### config.mk
export PLATFORM = sky130hd
export DESIGN_NAME = cir_regs
export DESIGN_NICKNAME = d
export VERILOG_FILES = /design/src/include/cir_pkg.sv /design/src/design/cir_regs.sv
export SDC_FILE = /design/constraint.sdc
export NUM_CORES = 1
export LEC_CHECK = 0
export ABC_CLOCK_PERIOD_IN_PS = 2400
export BUFFER_PORTS_ARGS = -buffer_cell sky130_fd_sc_hd__buf_2
export CAP_MARGIN = 25
export CORE_MARGIN = 4
export CORE_UTILIZATION = 29
export DETAILED_ROUTE_END_ITERATION = 8
export GPL_ROUTABILITY_DRIVEN = 0
export GPL_TIMING_DRIVEN = 0
export SYNTH_ARGS = -nofsm -noshare
export SYNTH_HDL_FRONTEND = slang
export SYNTH_SLANG_ARGS = --single-unit
### constraint.sdc
create_clock -name sys_clk -period 2.4 [get_ports sys_clk]
set_input_delay 0.48 -clock sys_clk [delete_from_list [all_inputs] [get_ports sys_clk]]
set_output_delay 0.48 -clock sys_clk [all_outputs]
set_load 0.02 [all_outputs]
### src/include/cir_pkg.sv
// constants and carrier types for the can control and interrupt registers
package cir_pkg;
  // register byte offsets on apb
  localparam logic [7:0] OFF_CONTROL_ONE = 8'h00;
  localparam logic [7:0] OFF_CONTROL_TWO = 8'h04;
  localparam logic [7:0] OFF_INT_CODE    = 8'h08;
  localparam logic [7:0] OFF_FIFO_CTRL   = 8'h0C;
  localparam logic [7:0] OFF_FIFO_STAT   = 8'h10;
  localparam logic [7:0] OFF_INT_FLAGS   = 8'h14;
  localparam logic [7:0] OFF_INT_ENABLES = 8'h18;
  // control_one fields
  localparam int B_STOP_IDLE = 13;
  localparam int B_ABORT     = 12;
  localparam int B_REQ_LO    = 8;
  localparam int B_CUR_LO    = 5;
  localparam int B_CAPTURE   = 3;
  localparam int B_WINDOW    = 0;
  // fifo_control, fifo_status and interrupt code fields
  localparam int B_BUFCNT_LO = 13;
  localparam int B_WPTR_LO   = 8;
  localparam int B_FILTER_HIT_NUMBER_LO = 8;
  // interrupt flag positions
  localparam int F_INVALID = 7;
  localparam int F_WAKEUP  = 6;
  localparam int F_ERROR   = 5;
  localparam int F_FIFO    = 3;
  localparam int F_OVFL    = 2;
  localparam int F_RXDONE  = 1;
  localparam int F_TXDONE  = 0;
  localparam int B_ERRST_LO = 8;
  localparam logic [7:0] FLAG_MASK = 8'hEF;
  // operating modes
  typedef enum logic [2:0] {
    CIR_NORMAL   = 3'h0,
    CIR_DISABLE  = 3'h1,
    CIR_LOOPBACK = 3'h2,
    CIR_LISTEN   = 3'h3,
    CIR_CONFIG   = 3'h4,
    CIR_RSVD5    = 3'h5,
    CIR_RSVD6    = 3'h6,
    CIR_LISTEN_ALL = 3'h7
  } cir_mode_t;
  localparam logic [2:0] BUFCNT_RSVD = 3'h7;
  localparam logic [4:0] NETCMP_MAX  = 5'h11;
  // interrupt codes
  localparam logic [6:0] IC_NONE    = 7'h40;
  localparam logic [6:0] IC_ERROR   = 7'h41;
  localparam logic [6:0] IC_WAKEUP  = 7'h42;
  localparam logic [6:0] IC_OVFL    = 7'h43;
  localparam logic [6:0] IC_FIFO    = 7'h44;
  localparam logic [6:0] IC_INVALID = 7'h40;
  localparam int NUM_BUF_IRQ = 16;
  localparam int NUM_TX_BUF  = 8;
  // idle bus length, counted by the protocol engine
  localparam int BUS_IDLE_BITS = 11;
  // events from the protocol engine, one-cycle pulses except filter_hit and buf_num
  typedef struct packed {
    logic       invalid_msg;
    logic       wakeup;
    logic       fifo_almost_full;
    logic       rx_overflow;
    logic       msg_received;
    logic       buf_done;
    logic [3:0] buf_num;
    logic       fifo_written;
    logic       fifo_read;
    logic [4:0] filter_hit;
  } cir_evt_t;
  // error states from the protocol engine, levels
  typedef struct packed {
    logic tx_off;
    logic tx_passive;
    logic rx_passive;
    logic tx_warning;
    logic rx_warning;
  } cir_err_t;
endpackage : cir_pkg

### src/design/cir_regs.sv
// apb register set: mode control, fifo pointers and interrupt flags
//
// Behaviour
// - stop-in-idle halts module during cpu idle
// - abort bit aborts all tx, self-clears
// - requested mode codes; reserved codes ignored
// - current mode field reports mode in effect
// - mode changes only when bus idle
// - configuration writes only accepted in configuration mode
// - capture enable makes receive capture events
// - window select chooses filter or buffer map
// - five-bit data compare length setting
// - filter hit number of accepting filter
// - interrupt code for non-buffer sources
// - interrupt codes for buffers zero to fifteen
// - buffer count selects buffers in ram
// - fifo start names first fifo buffer
// - write pointer shows next fifo write
// - read pointer shows next fifo read
// - read-only error state bits
// - error flag set by error states
// - hardware sets flags, software only clears
// - fifo almost full and overflow flags
// - enable bit per flag, same position
module cir_regs (
  input  wire logic              sys_clk,
  input  wire logic              nrst,
  input  wire logic              psel,
  input  wire logic              penable,
  input  wire logic              pwrite,
  input  wire logic [7:0]        paddr,
  input  wire logic [31:0]       pwdata,
  input  wire logic [3:0]        pstrb,
  output logic      [31:0]       prdata,
  output logic                   pready,
  output logic                   pslverr,
  input  wire logic              cpu_idle,
  input  wire logic              bus_idle,
  input  wire logic              tx_all_aborted,
  input  cir_pkg::cir_evt_t      evt,
  input  cir_pkg::cir_err_t      err_state,
  output logic                   module_run,
  output logic                   abort_all_tx,
  output logic      [2:0]        current_mode,
  output logic                   map_window_select,
  output logic                   capture_event,
  output logic      [4:0]        net_compare_length,
  output logic      [2:0]        buffer_count_select,
  output logic                   irq
);
  // one pending bit per buffer that can raise a code
  localparam int NUM_BUF_IRQ_W = cir_pkg::NUM_BUF_IRQ;
  logic             stop_in_idle;
  logic [2:0]       requested_mode;
  logic             rx_capture_enable;
  logic [4:0]       fifo_start_buffer;
  logic [5:0]       fifo_write_pointer;
  logic [5:0]       fifo_read_pointer;
  logic [4:0]       filter_hit_number;
  logic [6:0]       interrupt_code;
  logic [5:0]       err_bits;
  logic [5:0]       err_prev;
  logic [7:0]       flags;
  logic [7:0]       enables;
  logic [NUM_BUF_IRQ_W-1:0] buf_pend;
  logic             access;
  logic             wr_en;
  logic             wr_lo;
  logic             wr_hi;
  logic             cfg_mode;
  logic [5:0]       last_buf;
  logic [5:0]       next_wptr;
  logic [5:0]       next_rptr;
  logic [7:0]       flag_set;
  logic [7:0]       pending;
  logic [6:0]       next_code;
  logic [31:0]      next_rdata;
  logic             hit_map;

  // byte-lane write strobes, taken at the pready edge
  assign access   = psel & penable;
  assign wr_en    = access & pready & pwrite;
  assign wr_lo    = wr_en & pstrb[0];
  assign wr_hi    = wr_en & pstrb[1];
  assign cfg_mode = current_mode == cir_pkg::CIR_CONFIG;

  // apb handshake: one wait state, answer on second access cycle
  always_ff @(posedge sys_clk) begin
    if (!nrst) begin
      pready  <= 1'b0;
      pslverr <= 1'b0;
      prdata  <= 32'h0000_0000;
    end else begin
      pready  <= access & ~pready;
      pslverr <= access & ~pready & ~hit_map;
      prdata  <= (access & ~pready & ~pwrite) ? next_rdata : 32'h0000_0000;
    end
  end

  always_comb begin
    next_rdata = 32'h0000_0000;
    hit_map    = 1'b1;
    case (paddr)
      cir_pkg::OFF_CONTROL_ONE: begin
        next_rdata[cir_pkg::B_STOP_IDLE] = stop_in_idle;
        next_rdata[cir_pkg::B_ABORT]     = abort_all_tx;
        next_rdata[cir_pkg::B_REQ_LO +: 3] = requested_mode;
        next_rdata[cir_pkg::B_CUR_LO +: 3] = current_mode;
        next_rdata[cir_pkg::B_CAPTURE]   = rx_capture_enable;
        next_rdata[cir_pkg::B_WINDOW]    = map_window_select;
      end
      cir_pkg::OFF_CONTROL_TWO: next_rdata[4:0] = net_compare_length;
      cir_pkg::OFF_INT_CODE: begin
        next_rdata[cir_pkg::B_FILTER_HIT_NUMBER_LO +: 5] = filter_hit_number;
        next_rdata[6:0] = interrupt_code;
      end
      cir_pkg::OFF_FIFO_CTRL: begin
        next_rdata[cir_pkg::B_BUFCNT_LO +: 3] = buffer_count_select;
        next_rdata[4:0] = fifo_start_buffer;
      end
      cir_pkg::OFF_FIFO_STAT: begin
        next_rdata[cir_pkg::B_WPTR_LO +: 6] = fifo_write_pointer;
        next_rdata[5:0] = fifo_read_pointer;
      end
      cir_pkg::OFF_INT_FLAGS: begin
        next_rdata[cir_pkg::B_ERRST_LO +: 6] = err_bits;
        next_rdata[7:0] = flags;
      end
      cir_pkg::OFF_INT_ENABLES: next_rdata[7:0] = enables;
      default: hit_map = 1'b0;
    endcase
  end

  // requested mode, always writable so configuration can be left
  always_ff @(posedge sys_clk) begin
    if (!nrst) begin
      requested_mode <= cir_pkg::CIR_CONFIG;
    end else if (wr_hi && paddr == cir_pkg::OFF_CONTROL_ONE &&
                 pwdata[cir_pkg::B_REQ_LO +: 3] != cir_pkg::CIR_RSVD5 &&
                 pwdata[cir_pkg::B_REQ_LO +: 3] != cir_pkg::CIR_RSVD6) begin
      requested_mode <= pwdata[cir_pkg::B_REQ_LO +: 3];
    end
  end

  // mode switch waits for the engine's idle-bus indication
  always_ff @(posedge sys_clk) begin
    if (!nrst) begin
      current_mode <= cir_pkg::CIR_CONFIG;
    end else if (bus_idle && current_mode != requested_mode) begin
      current_mode <= requested_mode;
    end
  end

  // abort: software sets, hardware clears; a set beats the clear
  always_ff @(posedge sys_clk) begin
    if (!nrst) begin
      abort_all_tx <= 1'b0;
    end else if (wr_hi && paddr == cir_pkg::OFF_CONTROL_ONE &&
                 pwdata[cir_pkg::B_ABORT]) begin
      abort_all_tx <= 1'b1;
    end else if (tx_all_aborted) begin
      abort_all_tx <= 1'b0;
    end
  end

  // locked control bits
  always_ff @(posedge sys_clk) begin
    if (!nrst) begin
      stop_in_idle      <= 1'b0;
      rx_capture_enable <= 1'b0;
    end else if (cfg_mode && paddr == cir_pkg::OFF_CONTROL_ONE) begin
      if (wr_hi) begin
        stop_in_idle <= pwdata[cir_pkg::B_STOP_IDLE];
      end
      if (wr_lo) begin
        rx_capture_enable <= pwdata[cir_pkg::B_CAPTURE];
      end
    end
  end

  // window select stays writable so filters can be reached
  always_ff @(posedge sys_clk) begin
    if (!nrst) begin
      map_window_select <= 1'b0;
    end else if (wr_lo && paddr == cir_pkg::OFF_CONTROL_ONE) begin
      map_window_select <= pwdata[cir_pkg::B_WINDOW];
    end
  end

  // invalid compare lengths leave the old value
  always_ff @(posedge sys_clk) begin
    if (!nrst) begin
      net_compare_length <= 5'h00;
    end else if (cfg_mode && wr_lo && paddr == cir_pkg::OFF_CONTROL_TWO &&
                 pwdata[4:0] <= cir_pkg::NETCMP_MAX) begin
      net_compare_length <= pwdata[4:0];
    end
  end

  // buffer count and fifo start, configuration only
  always_ff @(posedge sys_clk) begin
    if (!nrst) begin
      buffer_count_select <= 3'h0;
      fifo_start_buffer   <= 5'h00;
    end else if (cfg_mode && paddr == cir_pkg::OFF_FIFO_CTRL) begin
      if (wr_hi &&
          pwdata[cir_pkg::B_BUFCNT_LO +: 3] != cir_pkg::BUFCNT_RSVD) begin
        buffer_count_select <= pwdata[cir_pkg::B_BUFCNT_LO +: 3];
      end
      if (wr_lo) begin
        fifo_start_buffer <= pwdata[4:0];
      end
    end
  end

  // module run and capture outputs
  always_ff @(posedge sys_clk) begin
    if (!nrst) begin
      module_run    <= 1'b1;
      capture_event <= 1'b0;
    end else begin
      module_run    <= ~(stop_in_idle & cpu_idle);
      capture_event <= rx_capture_enable & evt.msg_received;
    end
  end

  // last buffer held in ram for the chosen count
  always_comb begin
    case (buffer_count_select)
      3'h0:    last_buf = 6'h03;
      3'h1:    last_buf = 6'h05;
      3'h2:    last_buf = 6'h07;
      3'h3:    last_buf = 6'h0B;
      3'h4:    last_buf = 6'h0F;
      3'h5:    last_buf = 6'h17;
      default: last_buf = 6'h1F;
    endcase
  end

  // fifo pointers wrap from the last buffer back to the fifo start
  always_comb begin
    next_wptr = (fifo_write_pointer >= last_buf) ? {1'b0, fifo_start_buffer}
                : fifo_write_pointer + 6'h01;
    next_rptr = (fifo_read_pointer >= last_buf) ? {1'b0, fifo_start_buffer}
                : fifo_read_pointer + 6'h01;
  end

  always_ff @(posedge sys_clk) begin
    if (!nrst) begin
      fifo_write_pointer <= 6'h00;
      fifo_read_pointer  <= 6'h00;
    end else if (cfg_mode) begin
      fifo_write_pointer <= {1'b0, fifo_start_buffer};
      fifo_read_pointer  <= {1'b0, fifo_start_buffer};
    end else begin
      if (evt.fifo_written) begin
        fifo_write_pointer <= next_wptr;
      end
      if (evt.fifo_read) begin
        fifo_read_pointer <= next_rptr;
      end
    end
  end

  // filter hit latched with each received message
  always_ff @(posedge sys_clk) begin
    if (!nrst) begin
      filter_hit_number <= 5'h00;
    end else if (evt.msg_received) begin
      filter_hit_number <= evt.filter_hit;
    end
  end

  // error state bits, combined warning in the lowest position
  always_ff @(posedge sys_clk) begin
    if (!nrst) begin
      err_bits <= 6'h00;
      err_prev <= 6'h00;
    end else begin
      err_bits <= {err_state.tx_off, err_state.tx_passive,
                   err_state.rx_passive, err_state.tx_warning,
                   err_state.rx_warning,
                   err_state.tx_warning | err_state.rx_warning};
      err_prev <= err_bits;
    end
  end

  // hardware set sources
  always_comb begin
    flag_set = 8'h00;
    flag_set[cir_pkg::F_INVALID] = evt.invalid_msg;
    flag_set[cir_pkg::F_WAKEUP]  = evt.wakeup;
    flag_set[cir_pkg::F_ERROR]   = |(err_bits & ~err_prev);
    flag_set[cir_pkg::F_FIFO]    = evt.fifo_almost_full;
    flag_set[cir_pkg::F_OVFL]    = evt.rx_overflow;
    flag_set[cir_pkg::F_RXDONE]  = evt.buf_done &
                                   evt.buf_num >= 4'(cir_pkg::NUM_TX_BUF);
    flag_set[cir_pkg::F_TXDONE]  = evt.buf_done &
                                   evt.buf_num < 4'(cir_pkg::NUM_TX_BUF);
  end

  // writing zero clears a flag; a simultaneous set wins
  always_ff @(posedge sys_clk) begin
    if (!nrst) begin
      flags <= 8'h00;
    end else if (wr_lo && paddr == cir_pkg::OFF_INT_FLAGS) begin
      flags <= ((flags & pwdata[7:0]) | flag_set) & cir_pkg::FLAG_MASK;
    end else begin
      flags <= (flags | flag_set) & cir_pkg::FLAG_MASK;
    end
  end

  // enables locked with the rest of the configuration
  always_ff @(posedge sys_clk) begin
    if (!nrst) begin
      enables <= 8'h00;
    end else if (cfg_mode && wr_lo && paddr == cir_pkg::OFF_INT_ENABLES) begin
      enables <= pwdata[7:0] & cir_pkg::FLAG_MASK;
    end
  end

  // per-buffer pending, dropped when its tx or rx flag is cleared
  genvar gi;
  generate
    for (gi = 0; gi < cir_pkg::NUM_BUF_IRQ; gi++) begin : g_buf
      localparam int FI = (gi < cir_pkg::NUM_TX_BUF) ? cir_pkg::F_TXDONE
                                                     : cir_pkg::F_RXDONE;
      always_ff @(posedge sys_clk) begin
        if (!nrst) begin
          buf_pend[gi] <= 1'b0;
        end else if (evt.buf_done && evt.buf_num == 4'(gi)) begin
          buf_pend[gi] <= 1'b1;
        end else if (!flags[FI]) begin
          buf_pend[gi] <= 1'b0;
        end
      end
    end
  endgenerate

  // highest priority: error, wakeup, overflow, fifo, then lowest buffer
  always_comb begin
    pending   = flags & enables;
    next_code = cir_pkg::IC_NONE;
    if (pending[cir_pkg::F_ERROR]) begin
      next_code = cir_pkg::IC_ERROR;
    end else if (pending[cir_pkg::F_WAKEUP]) begin
      next_code = cir_pkg::IC_WAKEUP;
    end else if (pending[cir_pkg::F_OVFL]) begin
      next_code = cir_pkg::IC_OVFL;
    end else if (pending[cir_pkg::F_FIFO]) begin
      next_code = cir_pkg::IC_FIFO;
    end else begin
      for (int i = cir_pkg::NUM_BUF_IRQ - 1; i >= 0; i--) begin
        if (buf_pend[i] &&
            pending[(i < cir_pkg::NUM_TX_BUF) ? cir_pkg::F_TXDONE
                                              : cir_pkg::F_RXDONE]) begin
          next_code = 7'(i);
        end
      end
    end
  end

  // code and request registered for the cpu side
  always_ff @(posedge sys_clk) begin
    if (!nrst) begin
      interrupt_code <= cir_pkg::IC_NONE;
      irq            <= 1'b0;
    end else begin
      interrupt_code <= next_code;
      irq            <= |pending;
    end
  end

endmodule : cir_regs

==> impl_metrics.tcl <==
set metrics [dict create \
    area_delta_synth_final_pct 20.5 \
    endpoint_kind "flip-flop" \
    fin_hold_ws_ns 0.323 \
    crit_buf_inv 0 \
    netlist.area_leader.share_pct 41.4 \
    yosysWarnings 0 \
    run_status "complete, no violations" \
    ctsHtreeMaxLevel 3 \
    antenna_found_initial 0 \
    fin_ws_ns 0.243 \
    worstMarginPinSlew_ns 0.849 \
    dpl_worst_slack_ns -0.112 \
    die_area_sq_um 20200 \
    drive_gt1_share_pct 19.5 \
    cp_cell_sequence "mux2i_2 > ha_1 > a21oi_1 > o221ai_2 > nor2_4 > mux2_2 > a21oi_1" \
    crit_fanout 7 \
    cp_common_cell "a21oi_1" \
    async_reset_ff_share_pct 0 \
    finalHoldViolCount 0 \
    port_buffers 84 \
    yosys-top-cells-count "dfxtp_1, nor2_1, a21oi_1, nand2_1, mux2i_1" \
    vdd_drop_max_mv 0.474 \
    hold_path_class "in -> reg" \
    chipHeight_um 142 \
    post_synth_num_cell_types 62 \
    synth_edf_count 0 \
    die_w_um 142 \
    cpPeakStageDelay_ns 0.43 \
    clk_pin_slew_worst_paths_ns 0.07 \
    synth_area_leaders "dfxtp_1, mux2i_1, nor2_1" \
    drtIter0Drc 362 \
    cap_violations 0 \
    post-route-drc-count 0 \
    cp.required_ns 2.68 \
    cts_setup_buffers 0 \
    yosysMostFrequentCell "dfxtp_1" \
    grt_pass1_wl_mm 25.3 \
    vias 4902 \
    fill_cells 1875 \
    clockRootBuffer "clkbuf_16" \
    worstSetupPathType "reg -> reg" \
    final.min_clock_period_ns 2.16 \
    cts_tree "built" \
    setup_viol 0 \
    powerDensity_nw_per_um2 572 \
    ys_seq_area_share_pct 41.4 \
    synth_seq_cells 108 \
    vias_per_cell 5.13 \
    rows 48 \
    ys.flop_type "dfxtp_1" \
    clkLatencyLatePin_ns 0.35 \
    slew_viol_final 0 \
    critical_path.top_delay_family "multiplexers" \
    worstPathArrival_ns 2.44 \
    max_freq_ghz 0.464 \
    syn_area_per_cell_sq_um 8.50 \
    layout_worst_path_cycle_share_pct 89.9 \
    core_sq_um 17500 \
    ant_nets 0 \
    nNetsFinal 809 \
    yosysTopAreaCell "dfxtp_1" \
    synthCells 615 \
    clkSinkCount 108 \
    crit_path_top_delay_cell "dfxtp_2" \
    slew_headroom_pct 42.9 \
    leakage_nw 2.56 \
    clk_path_buf_depth 2 \
    drt-pass1-iter-count 5 \
    wl_mm 16.4 \
    grt_max_degree 18 \
    grt_overflow 0 \
    first_global_vias 4506 \
    numCtsBuffers 9 \
    dp_hpwl_mm 12.7 \
    syn_area_sq_um 5230 \
    grt_util_all_layers_pct 16.0 \
    initial_core_util_pct 29.9 \
    num_io_pins 124 \
    skew_ns 0.00650 \
    avgRoutedWirePerCell_um 17.2 \
    worstSetupStartpointType "flip-flop" \
    rsz0062_at_grt "yes" \
]
==> layout by cell type, fill, tap and decap left out, types with 9 or more instances in the layout <==
master	Yosys	final
nor3_1	11	11
ha_1	10	10
buf_4	16	16
buf_2	0	84
a22oi_1	13	13
a21oi_1	55	55
nand2_1	43	43
nand3_1	26	26
o21ai_0	15	14
clkbuf_1	24	24
nor2b_1	9	9
dfxtp_1	108	106
mux2i_1	37	36
nor3b_1	10	10
nor2_1	85	84
and2_1	11	11
inv_1	16	16
clkbuf_16	0	9
conb_1	1	16
==> state kept, by name, indices dropped and copies added (netlist names), 3 cells and up <==
name and cells:
current_mode 3, fifo_start_buffer 5, interrupt_code 5, err_bits 6, buffer_count_select 3, err_prev 6, requested_mode 3, fifo_read_pointer 6
flags 7, filter_hit_number 5, net_compare_length 5, fifo_write_pointer 6, enables 7, prdata 16, buf_pend 16
==> area by class of cell <==
type	instances	area (sq um)	area share, %
well taps	225	282	4.47
flip-flops and latches	108	2160	34.4
inverters	16	60.1	0.954
multi-input cells	459	2840	45.1
clock buffers	12	256	4.07
clock inverters	4	32.5	0.517
plain buffers	47	238	3.78
repair buffers	84	420	6.68
diodes	1	2.50	0.0397
==> per-layer routing <==
| layer | vias to the layer above | part of all wire, % | global-route usage [%] |
|---|---|---|---|
| met2 | 182 | 44 | 24.7 |
| li1 | 2404 | - | - |
| met1 | 2297 | 47 | 22.0 |
| met4 | 0 | 1.7 | 3.89 |
| met5 | - | 0 | 0 |
| met3 | 19 | 8.0 | 4.84 |
==> report_power, final <==
part	internal [mW]	total, mW	switching (mW)	leakage, nW
combinational	0.114	0.312	0.197	1.55
sequential	1.82	1.84	0.0214	0.877
clock	0.767	1.45	0.680	0.135
==> stage by stage <==
step	cells	setup TNS [ns]	total power, mW	utilization [%]	area [sq um]
after floorplan	630	0	2.07	-	5280
after global placement	939	-0.170	2.19	34.2	5980
after detailed placement	939	-0.278	2.19	34.2	5980
after CTS	955	0	3.63	35.9	6280
after global routing	955	-0.00110	3.74	36.0	6290
final	956	0	3.60	36.0	6300
==> logic make-up (layout without fill, tap and decap cells) <==
family	Yosys count	in the layout	share of synthesized area (%)
simple gates	249	249	24.1
flops	108	108	41.4
xor+xnor	2	2	0.335
buf+inv	63	163	5.67
compound gates	138	138	17.3
mux	44	44	8.81
other cells	1	17	0.0718
fa+ha+maj	10	10	2.39
==> path summary, 6_finish.rpt <==
check,start,to,slack [ns],depth (start not counted)
worst max-delay path,buffer_count_select[0],fifo_read_pointer[4],0.24,7
worst min-delay path,cpu_idle,module_run,0.32,2
worst max register to register,buffer_count_select[0],fifo_read_pointer[4],0.24,7
worst min register to register,err_bits[5],err_prev[5],0.47,2
==> repair_timing <==
action / CTS / global route
hold buffers: 0 / 0
resized for setup: 2 / 7
pin swaps: 1 / 1
setup endpoints to repair: 2 / 9
Power figures use the tool's default switching activity.
